===== src/led_defs.svh =====
// Offsets, field positions, reset values and timing counts of the block
`ifndef LED_DEFS_SVH
`define LED_DEFS_SVH

// Register indices; byte address is four times the index
`define IDX_CH3_CUR_HIGH 6'h07
`define IDX_CH3_CUR_LOW 6'h08
`define IDX_SWITCH_CTRL 6'h09
`define IDX_MEAS_MUX 6'h0a
`define IDX_DEAD_TIME 6'h0b
`define IDX_FAULT_STATUS 6'h0c
`define IDX_FAULT_MASK 6'h0d
`define IDX_DIRECT_MODE 6'h11

`define RST_ZERO 8'h00
`define RST_MASK 8'hdf

// Field positions
`define CUR_HIGH_MSB 1
`define SW_CH3_BIT 7
`define SW_CH1_BIT 5
`define TRIM_MSB 4
`define DIRECT_EN_BIT 0

// Channel select codes
`define SEL_NONE 2'h0
`define SEL_CH1 2'h1
`define SEL_CH2 2'h2
`define SEL_CH3 2'h3

// Timing
`define CLK_PERIOD_NS 40
`define SW_OFF_MIN_NS 333
`define SW_OFF_MAX_NS 444
`define SW_OFF_CYC ((`SW_OFF_MIN_NS + `CLK_PERIOD_NS - 1) / `CLK_PERIOD_NS)
// Two sync stages, detect and output stages absorb three cycles
`define SW_OFF_LOAD 4'((`SW_OFF_CYC) - 3)
`define DT_FIRST_NS 333
`define DT_STEP_NS 111

`endif


===== src/led_pkg.sv =====
// Types shared by the register bank and its dead-time timer
package led_pkg;

  typedef enum logic [1:0] {
    SW_STEADY = 2'h0,
    SW_OFF_WAIT = 2'h1,
    SW_DEAD = 2'h3
  } sw_state_e;

  typedef struct packed {
    logic led_supply_overvoltage_flag;
    logic supply_power_good_fault_flag;
    logic projector_off_flag;
    logic mirror_regulator_fault_flag;
    logic undervoltage_lockout_flag;
    logic low_battery_flag;
    logic thermal_shutdown_flag;
    logic thermal_warning_flag;
  } fault_flags_s;

  typedef struct packed {
    logic meas_mux_enable;
    logic meas_calibration_disable;
    logic [1:0] meas_gain_select;
    logic [3:0] meas_input_select;
  } meas_ctrl_s;

  typedef struct packed {
    logic busy;
    logic [9:0] count;
    logic done;
  } timer_s;

  typedef struct packed {
    logic [1:0] sel_s1;
    logic [1:0] sel_s2;
    logic [1:0] sel_prev;
    logic [7:0] flt_s1;
    logic [7:0] flt_s2;
    logic [1:0] cur_high;
    logic [7:0] cur_low;
    logic [7:0] sw_ctrl;
    meas_ctrl_s meas;
    logic [7:0] dead_code;
    logic [7:0] status;
    logic [7:0] mask;
    logic direct_en;
    sw_state_e fsm;
    logic [3:0] off_cnt;
    logic [2:0] target;
    logic [2:0] sw_on;
    logic timer_start;
    logic [31:0] prdata;
    logic pready;
    logic pslverr;
    logic irq;
  } regs_s;

endpackage


===== src/dead_timer.sv =====
// Break-before-make dead-time counter
`timescale 1ns/1ps
`include "led_defs.svh"
module dead_timer (
  input wire logic clock_in,
  input wire logic resetn_in,
  input wire logic start_in,
  input wire logic [7:0] code_in,
  output logic done_out
);

  led_pkg::timer_s st_r;
  led_pkg::timer_s st_nxt;

  // Code 0 gives no delay; else 333 ns plus 111 ns per step above code 1, rounded up
  function automatic logic [9:0] dead_cycles(input logic [7:0] code);
    int unsigned ns;
    ns = `DT_FIRST_NS + `DT_STEP_NS * (32'(code) - 32'd1);
    return 10'((ns + `CLK_PERIOD_NS - 1) / `CLK_PERIOD_NS);
  endfunction

  always_comb begin
    st_nxt = st_r;
    st_nxt.done = 1'b0;
    if (start_in) begin
      if (code_in == `RST_ZERO) begin
        st_nxt.busy = 1'b0;
        st_nxt.done = 1'b1;
      end else begin
        st_nxt.busy = 1'b1;
        st_nxt.count = dead_cycles(code_in);
      end
    end else if (st_r.busy) begin
      st_nxt.count = st_r.count - 10'h001;
      if (st_r.count == 10'h001) begin
        st_nxt.busy = 1'b0;
        st_nxt.done = 1'b1;
      end
    end
  end

  always_ff @(posedge clock_in or negedge resetn_in) begin
    if (!resetn_in) begin
      st_r <= '0;
    end else begin
      st_r <= st_nxt;
    end
  end

  assign done_out = st_r.done;

endmodule


===== src/led_driver_control_registers.sv =====
// LED driver configuration, switch sequencing and fault interrupt registers
`timescale 1ns/1ps
`include "led_defs.svh"
module led_driver_control_registers (
  input wire logic clock_in,
  input wire logic resetn_in,
  input wire logic psel,
  input wire logic penable,
  input wire logic pwrite,
  input wire logic [7:0] paddr,
  input wire logic [31:0] pwdata,
  output logic [31:0] prdata,
  output logic pready,
  output logic pslverr,
  input wire logic [1:0] channel_select_inputs_in,
  input wire led_pkg::fault_flags_s fault_flags_in,
  output logic ch1_switch_on_out,
  output logic ch2_switch_on_out,
  output logic ch3_switch_on_out,
  output logic [9:0] ch3_current_code_out,
  output logic [4:0] lockout_threshold_trim_out,
  output led_pkg::meas_ctrl_s meas_ctrl_out,
  output logic irq_out
);

  led_pkg::regs_s st_r;
  led_pkg::regs_s st_nxt;
  logic timer_done;

  ////////////////////////////////////////////////////////////////////////////
  // Dead-time timer

  dead_timer u_dead_timer (
    .clock_in(clock_in),
    .resetn_in(resetn_in),
    .start_in(st_r.timer_start),
    .code_in(st_r.dead_code),
    .done_out(timer_done)
  );

  ////////////////////////////////////////////////////////////////////////////
  // Helpers

  function automatic logic [2:0] sel_decode(input logic [1:0] sel);
    logic [2:0] oh;
    oh = 3'h0;
    if (sel == `SEL_CH1) begin
      oh = 3'h1;
    end else if (sel == `SEL_CH2) begin
      oh = 3'h2;
    end else if (sel == `SEL_CH3) begin
      oh = 3'h4;
    end
    return oh;
  endfunction

  ////////////////////////////////////////////////////////////////////////////
  // Next state

  always_comb begin
    logic [5:0] idx;
    logic setup;
    logic access;
    logic mapped;
    logic [31:0] rd;
    logic [7:0] status_set;
    logic sel_changed;
    idx = paddr[7:2];
    setup = psel && !penable && !st_r.pready;
    access = psel && penable && st_r.pready;
    mapped = 1'b1;
    rd = 32'h0000_0000;
    status_set = 8'h00;
    sel_changed = 1'b0;
    st_nxt = st_r;

    // Two-stage synchronisers
    st_nxt.sel_s1 = channel_select_inputs_in;
    st_nxt.sel_s2 = st_r.sel_s1;
    st_nxt.sel_prev = st_r.sel_s2;
    st_nxt.flt_s1 = fault_flags_in;
    st_nxt.flt_s2 = st_r.flt_s1;

    // Read decode during setup phase
    if (idx == `IDX_CH3_CUR_HIGH) begin
      rd = {30'h0000_0000, st_r.cur_high};
    end else if (idx == `IDX_CH3_CUR_LOW) begin
      rd = {24'h00_0000, st_r.cur_low};
    end else if (idx == `IDX_SWITCH_CTRL) begin
      rd = {24'h00_0000, st_r.sw_ctrl};
    end else if (idx == `IDX_MEAS_MUX) begin
      rd = {24'h00_0000, st_r.meas};
    end else if (idx == `IDX_DEAD_TIME) begin
      rd = {24'h00_0000, st_r.dead_code};
    end else if (idx == `IDX_FAULT_STATUS) begin
      rd = {24'h00_0000, st_r.status};
    end else if (idx == `IDX_FAULT_MASK) begin
      rd = {24'h00_0000, st_r.mask};
    end else if (idx == `IDX_DIRECT_MODE) begin
      rd = {31'h0000_0000, st_r.direct_en};
    end else begin
      mapped = 1'b0;
    end
    if (paddr[1:0] != 2'h0) begin
      mapped = 1'b0;
    end

    st_nxt.pready = setup;
    if (setup) begin
      st_nxt.prdata = (mapped && !pwrite) ? rd : 32'h0000_0000;
      st_nxt.pslverr = !mapped;
    end else if (access) begin
      st_nxt.prdata = 32'h0000_0000;
      st_nxt.pslverr = 1'b0;
    end

    // Writes take effect at the completing edge
    if (access && pwrite && mapped) begin
      if (idx == `IDX_CH3_CUR_HIGH) begin
        st_nxt.cur_high = pwdata[`CUR_HIGH_MSB:0];
      end else if (idx == `IDX_CH3_CUR_LOW) begin
        st_nxt.cur_low = pwdata[7:0];
      end else if (idx == `IDX_SWITCH_CTRL) begin
        st_nxt.sw_ctrl = pwdata[7:0];
      end else if (idx == `IDX_MEAS_MUX) begin
        st_nxt.meas = pwdata[7:0];
      end else if (idx == `IDX_DEAD_TIME) begin
        st_nxt.dead_code = pwdata[7:0];
      end else if (idx == `IDX_FAULT_MASK) begin
        st_nxt.mask = pwdata[7:0];
      end else if (idx == `IDX_DIRECT_MODE) begin
        st_nxt.direct_en = pwdata[`DIRECT_EN_BIT];
      end
    end

    // Sticky fault bits: read clears, a present fault wins
    status_set = st_r.flt_s2;
    if (access && !pwrite && mapped && idx == `IDX_FAULT_STATUS) begin
      st_nxt.status = status_set;
    end else begin
      st_nxt.status = st_r.status | status_set;
    end
    st_nxt.irq = |(st_nxt.status & ~st_nxt.mask);

    // Switch sequencing
    sel_changed = st_r.sel_s2 != st_r.sel_prev;
    st_nxt.timer_start = 1'b0;
    if (st_r.direct_en) begin
      st_nxt.sw_on = st_r.sw_ctrl[`SW_CH3_BIT:`SW_CH1_BIT];
      st_nxt.fsm = led_pkg::SW_STEADY;
      st_nxt.target = sel_decode(st_r.sel_s2);
    end else if (sel_changed) begin
      st_nxt.target = sel_decode(st_r.sel_s2);
      st_nxt.off_cnt = `SW_OFF_LOAD;
      st_nxt.fsm = led_pkg::SW_OFF_WAIT;
    end else begin
      case (st_r.fsm)
        led_pkg::SW_STEADY: begin
          st_nxt.sw_on = st_r.target;
        end
        led_pkg::SW_OFF_WAIT: begin
          if (st_r.off_cnt == 4'h0) begin
            st_nxt.sw_on = 3'h0;
            st_nxt.timer_start = 1'b1;
            st_nxt.fsm = led_pkg::SW_DEAD;
          end else begin
            st_nxt.off_cnt = st_r.off_cnt - 4'h1;
          end
        end
        led_pkg::SW_DEAD: begin
          if (timer_done) begin
            st_nxt.sw_on = st_r.target;
            st_nxt.fsm = led_pkg::SW_STEADY;
          end
        end
        default: begin
          st_nxt.fsm = led_pkg::SW_STEADY;
        end
      endcase
    end
  end

  ////////////////////////////////////////////////////////////////////////////
  // State register

  always_ff @(posedge clock_in or negedge resetn_in) begin
    if (!resetn_in) begin
      st_r <= '0;
      st_r.mask <= `RST_MASK;
      st_r.fsm <= led_pkg::SW_STEADY;
    end else begin
      st_r <= st_nxt;
    end
  end

  ////////////////////////////////////////////////////////////////////////////
  // Outputs

  assign prdata = st_r.prdata;
  assign pready = st_r.pready;
  assign pslverr = st_r.pslverr;
  assign ch1_switch_on_out = st_r.sw_on[0];
  assign ch2_switch_on_out = st_r.sw_on[1];
  assign ch3_switch_on_out = st_r.sw_on[2];
  assign ch3_current_code_out = {st_r.cur_high, st_r.cur_low};
  assign lockout_threshold_trim_out = st_r.sw_ctrl[`TRIM_MSB:0];
  assign meas_ctrl_out = st_r.meas;
  assign irq_out = st_r.irq;

endmodule


===== config.mk =====
export PLATFORM = sky130hd
export DESIGN_NAME = led_driver_control_registers
export DESIGN_NICKNAME = d
export VERILOG_FILES = /design/src/led_pkg.sv /design/src/dead_timer.sv /design/src/led_driver_control_registers.sv
export VERILOG_INCLUDE_DIRS = /design/src
export SDC_FILE = /design/constraint.sdc
export NUM_CORES = 1
export LEC_CHECK = 0
export BUFFER_PORTS_ARGS = -buffer_cell sky130_fd_sc_hd__buf_2
export CAP_MARGIN = 20
export CORE_ASPECT_RATIO = 0.5
export CORE_MARGIN = 8
export CORE_UTILIZATION = 25
export DETAILED_ROUTE_END_ITERATION = 10
export GPL_TIMING_DRIVEN = 1
export HOLD_SLACK_MARGIN = 0.02
export PLACE_DENSITY_LB_ADDON = 0.15
export SYNTH_ARGS = -nofsm -noshare
export SYNTH_HDL_FRONTEND = slang
export SYNTH_SLANG_ARGS = --single-unit

===== constraint.sdc =====
create_clock -name clock_in -period 13.45 [get_ports clock_in]
set_clock_uncertainty 0.1 [all_clocks]
set_input_delay 2.69 -clock clock_in [delete_from_list [all_inputs] [get_ports clock_in]]
set_output_delay 2.69 -clock clock_in [all_outputs]
set_load 0.01 [all_outputs]

After elaboration in Yosys (flattened, before gate mapping) --
Index checks and enable logic that the tools add are counted.
Storage, ports and cells: output and inout port bits 61, bits in latches 0, memory bits (writable) 0, bits in registers 133, ROM bits 0, memories kept 0
Operators by class: equal/unequal tests 23, multiply operators 1, $lt $le $gt $ge 0, divide/modulo/power cells 1, $add $sub $neg 6, multiplexer cells 57, reduce and logical (&&, ||, !) cells 34, shift operators 0, bitwise operators 10
Operator list (count):
- two-way mux 32 bit | 3
- two-way mux 8 bit | 9
- two-way mux 9 bit | 6
- equality test 6 x 4 -> 1 bit, second input constant | 6
- adder 32 x 6 -> 32 bit, second input constant | 1
- adder 9 x 32 -> 32 bit, first input constant | 1
- divider 32 x 6 -> 32 bit, second input constant | 1
- multiplier 7 x 32 -> 32 bit, first input constant | 1
- subtractor 32 x 1 -> 32 bit, second input constant | 1
- two-way mux 12 bit | 2
- two-way mux 1 bit | 20
- two-way mux 4 bit | 4
- two-way mux 3 bit | 5
- two-way mux 6 bit | 2
- equality test 10 x 1 -> 1 bit, second input constant | 1
- logical AND 1 bit | 10
- two-way mux 10 bit | 1
- nonzero test 2 bit | 5
- subtractor 10 x 1 -> 10 bit, second input constant | 1
- case mux 3 bit (3 select lines) | 1
- AND reduction 3 bit | 3
- subtractor 8 x 1 -> 9 bit, second input constant | 1
- AND 8 bit | 1
- logical NOT 8 bit | 1
- 26 further kinds | 45

Logic depth before layout (Yosys ltp) --
depth after elaboration 15, depth in mapped cells 41, gate-level depth less buffers 36

By module --
Synthesis repeated with hierarchy kept, for this count alone.
Unflattened totals: cells, all modules 910, area, all modules 8768.4 sq um
Modules (own cells, without submodules):
- led_driver_control_registers | area an instance 4657.0 sq um, cells each 396, instances 1
- dead_timer | area an instance 4111.4 sq um, cells each 514, instances 1

Least setup slack after synthesis --
No wires, ideal clock.
kind flip-flop to flip-flop, start reg st_r[67] in the netlist's numbering, end reg u_dead_timer.st_r[1] in the netlist's numbering, path buffers 5, cell stages (with the launch flop) 37, data arrival time 9.281 ns, setup time 0.120 ns, slack 3.949 ns, required time 13.230 ns, cells stage by stage dfrtp_1 clkbuf_1 nor4_1 nor4b_1 xnor2_1 inv_1 ha_1 xnor2_1 fa_1 fa_1 fa_1 ha_1 buf_2 a21o_1 a31o_2 a221oi_2 o21ai_1 ha_1 clkbuf_1 clkbuf_1 o21ai_0 o211a_1 a221o_1 o32ai_2 o21ai_0 a31o_2 a21oi_2 mux2i_1 a211oi_2 or2_1 buf_4 nor4_2 nor4_4 maj3_1 mux2i_1 o2111ai_1 a41o_1
Between the ends: longest elaborated chain between the ends 8
RTL lines:
- start: declaration | RTL line led_driver_control_registers.sv:26 | led_pkg::regs_s st_r;
- start signal: assignment | RTL line led_driver_control_registers.sv:192 | st_r <= st_nxt;
- subtractor 8 x 1 -> 9 bit | RTL line dead_timer.sv:18 | ns = `DT_FIRST_NS + `DT_STEP_NS * (32'(code) - 32'd1);
- multiplier 7 x 32 -> 32 bit (no source line)
- adder 9 x 32 -> 32 bit (no source line)
- adder 32 x 6 -> 32 bit (no source line)
- subtractor 32 x 1 -> 32 bit | RTL line dead_timer.sv:19 | return 10'((ns + `CLK_PERIOD_NS - 1) / `CLK_PERIOD_NS);
- divider 32 x 6 -> 32 bit (no source line)
- two-way mux 10 bit | RTL line dead_timer.sv:26 | if (code_in == `RST_ZERO) begin
- two-way mux 12 bit | RTL line dead_timer.sv:25 | if (start_in) begin
- end signal: assignment | RTL line dead_timer.sv:46 | st_r <= st_nxt;
- end: declaration | RTL line dead_timer.sv:12 | led_pkg::timer_s st_r;
Several ways; a longest one is shown, not always the timed one. The select of a mux whose other input is x is not followed. A chain may end at the register's enable or synchronous reset.

Worst setup path in the final report --
start reg st_r[69] in the netlist's numbering, end reg u_dead_timer.st_r[2] in the netlist's numbering
The elaborated chain is that of the path after synthesis.

==> results.tsv <==
stage	metric	value	unit
run_status	status	complete, no violations	
floorplanning	die width	284	um
placement	DPL Wire Length	19400	um
sta	RSZ-0062 raised after global routing	no	
critical_path	crit path launch type	register	
synthesis	FF+latch count, synth	109	
synthesis	YS warnings	0	
placement	Post-Place Cell Area	9460	sq um
critical_path	reg2reg path depth	32	
synthesis	fraction of the yosys area taken by sequential cells	30.6	%
finish	non-filler instance count after layout	1479	
finish	multi-input logic area	5440	sq um
synthesis	area fraction of the dominant cell type after synthesis	28.5	%
finish	Post-layout nets	1117	
placement	GPL Wtd Cong	0.832	
drt	Initial DRT Pass Iterations	5	
sta	post-route minimum period	11730	ps
synthesis	Synth Area per Inst	9.20	sq um
finish	layout overhead on the synthesized area	8.96	%
clocking	clk slew on worst S/H paths	70	ps
synthesis	largest family of logic cells by synthesized area	compound AO/OA/AOI/OAI gates	
floorplanning	I/O pins	116	
sta	part of the cycle the worst path needs	87.2	%
floorplanning	initial core utilization	25.1	%
synthesis	Simple-Gate Fraction of Synth Area	14.3	%
drt	via count	7083	
drt	WL met3	607	um
synthesis	Post-synth top flop	dfrtp_1	
worst_hold_path	Hold Crit Class	register to register	
clocking	Clock Path Buffers	2	
power_and_ir_drop	pwr dens	82.0	nW/um^2
placement	I/O Buffers	67	
synthesis	Synth Area in XOR/XNOR	4.50	%
synthesis	Synth Cell Area	8950	sq um
drt	met1 WL	11600	um
sta	FMAX	85.2	MHz
critical_path	Critical-path top delay cell	a211oi_2	
synthesis	Post-Syn Instances	973	
global_routing	vias in the first global route	7123	
sta	worst-margin pin slew	1060	ps
power_and_ir_drop	VDD IR max	0.0000574	V
drt	Avg Vias per Cell	4.79	
finish	# fillers	3845	
critical_path	Setup CP Type	register to register	
finish	layout cells sized above 1	18.0	%
clocking	hold_buf cts	0	
clocking	TritonCTS Sinks	109	
critical_path	worst path arrival time	11850	ps
critical_path	CP Capture Type	register	
clocking	Post-CTS Setup Repair Bufs	0	
sta	setup TNS	0	ps
sta	Max-slew headroom	28.9	%
synthesis	asr flop ratio synth	100	%
synthesis	count of cell types in the netlist	90	
synthesis	Synth Area in Adders	12.6	%
finish	commonest non-fill, non-tap cells in the layout	dfrtp_1 (102), inv_1 (75), o21ai_0 (74)	
drt	routed len/inst	16.8	um
drt	DR WL met2	12500	um
floorplanning	Die H	150	um
floorplanning	floorplan row count	49	
clocking	CTS tree	done	
global_routing	GRT overflow	0	
synthesis	top cells by area, synth	dfrtp_1 (29%), ha_1 (6.4%), fa_1 (5.8%), mux2_2 (5.5%), buf_4 (4.7%)	
sta	Max Slew Vio Count	0	
finish	Reg area	2740	sq um
critical_path	CP Max Fanout	20	
drt	Final Routed Wirelength	24800	um
critical_path	crit-path max cell delay	890	ps
synthesis	biggest area consumer among synthesized cells	dfrtp_1	
drt	ANT nets after route	0	
power_and_ir_drop	Static Leak	4.38	nW
worst_hold_path	hold path cells	0	
global_routing	pin count of the biggest net entering global routing	58	
floorplanning	DIE AREA	42500	sq um
finish	most common cell after layout, fill and taps aside	dfrtp_1	
job	max cap viols	0	
placement	dpl cells	1462	
clocking	PostCTS Resize Cnt	0	
finish	fin area	9750	sq um
floorplanning	core footprint	35600	sq um
critical_path	CP Data Required Time	13560	ps
clocking	CTS Buf Count	9	
global_routing	antenna violations before repair	0	
clocking	worst-skew pair later-pin latency	360	ps
global_routing	Total GRT Usage	11.4	%
synthesis	Post-synth EDFFs	0	
global_routing	first-pass GRT wire length	40200	um
finish	# diodes	0	
synthesis	mux contribution to synthesized area	7.21	%
sta	final-report setup violation count	0	
drt	Residual DRC	0	
power_and_ir_drop	total power	0.000800	W
drt	Highest Signal Layer	met4	
sta	Final Hold Vio Count	0	
clocking	Root Driver	clkbuf_16	
clocking	H-tree levels	3	
drt	initial DRC count	433	
synthesis	Synth Area in Compound Gates	21.1	%
[flip-flops by register name, indices dropped and copies added (netlist names)]
register                    cells
u_dead_timer.st_r              11
u_dead_timer.done_out           1
ch3_current_code_out           10
pslverr                         1
ch2_switch_on_out               1
st_r                           48
pready                          1
ch3_switch_on_out               1
irq_out                         1
lockout_threshold_trim_out      5
ch1_switch_on_out               1
st_nxt                         12
prdata                          8
meas_ctrl_out                   8
[path summary, 6_finish.rpt]
kind / startpoint / endpoint / slack [ps]
worst max-delay path: st_r[69] / u_dead_timer.st_r[2] / 1720
worst min-delay path: st_nxt[118] / st_nxt[116] / 250
worst max register to register: st_r[69] / u_dead_timer.st_r[2] / 1720
worst min register to register: st_nxt[118] / st_nxt[116] / 250
max in group asynchronous: resetn_in / st_r[48] / 9750
min in group asynchronous: resetn_in / st_r[115] / 2290
[Yosys cell counts (all sizes together), types with 6 or more instances]
cell type and instances:
and2 7, ha 46, a31o 6, nand3 22, fa 26, dfstp 7
xnor2 33, nor3 21, and3 11, nand2 70, a211oi 6, mux2 44
a31oi 14, nor4 15, xor2 13, o21ai 77, buf 74, nand2b 15
a21o 12, dfrtp 102, clkbuf 18, o22ai 7, a22oi 7, mux2i 15
or3 10, a21oi 52, nor2 52, a311oi 6, nor3b 6, inv 75
a22o 14
[cell families (layout without fill, tap and decap cells)]
kind of cell | count (synthesis) | count (layout)
xor+xnor | 46 | 46
other cells | 1 | 24
buf+inv | 168 | 167
simple gates | 251 | 251
flops | 109 | 109
fa+ha+maj | 75 | 75
compound gates | 264 | 264
mux | 59 | 59
[layout make-up]
| type | instances | area share [%] |
|---|---|---|
| Multi-Input combinational cell | 719 | 55.8 |
| Sequential cell | 109 | 28.1 |
| Tap cell | 484 | 6.21 |
| Timing Repair Buffer | 75 | 4.08 |
| Inverter | 76 | 2.93 |
| Clock buffer | 11 | 2.49 |
| Clock inverter | 5 | 0.449 |
[power breakdown]
part / internal [W] / switching (W) / total [W]
logic: 0.0000685 / 0.000105 / 0.000173
registers: 0.000348 / 0.0000188 / 0.000367
clock network: 0.000134 / 0.000126 / 0.000260
total: 0.000550 / 0.000249 / 0.000800
[metal layers]
layer,track usage (%),vias up
met5,0,-
met4,1.83,0
met3,1.32,12
met2,20.8,108
met1,14.8,3497
li1,-,3466
[per-stage QoR]
step	hold WS (ps)	setup slack [ps]	util [%]
4_1_cts	252	1680	27.4
2_1_floorplan	231	3950	-
3_5_place_dp	235	1700	26.5
6_report	250	1720	27.4
5_1_grt	260	984	27.4
3_3_place_gp	231	1810	26.5
[worst max-delay path, delay by kind of cell (launching register included)]
kind	cells	cell delay, ps
AOI/OAI and AO/OA	15	4960
adders and majority gates	6	2930
and+or+nand+nor	8	2340
xor gates and xnor gates	2	550
DFF	1	460
buffers and inverters	1	220
Power figures use the tool's default switching activity.
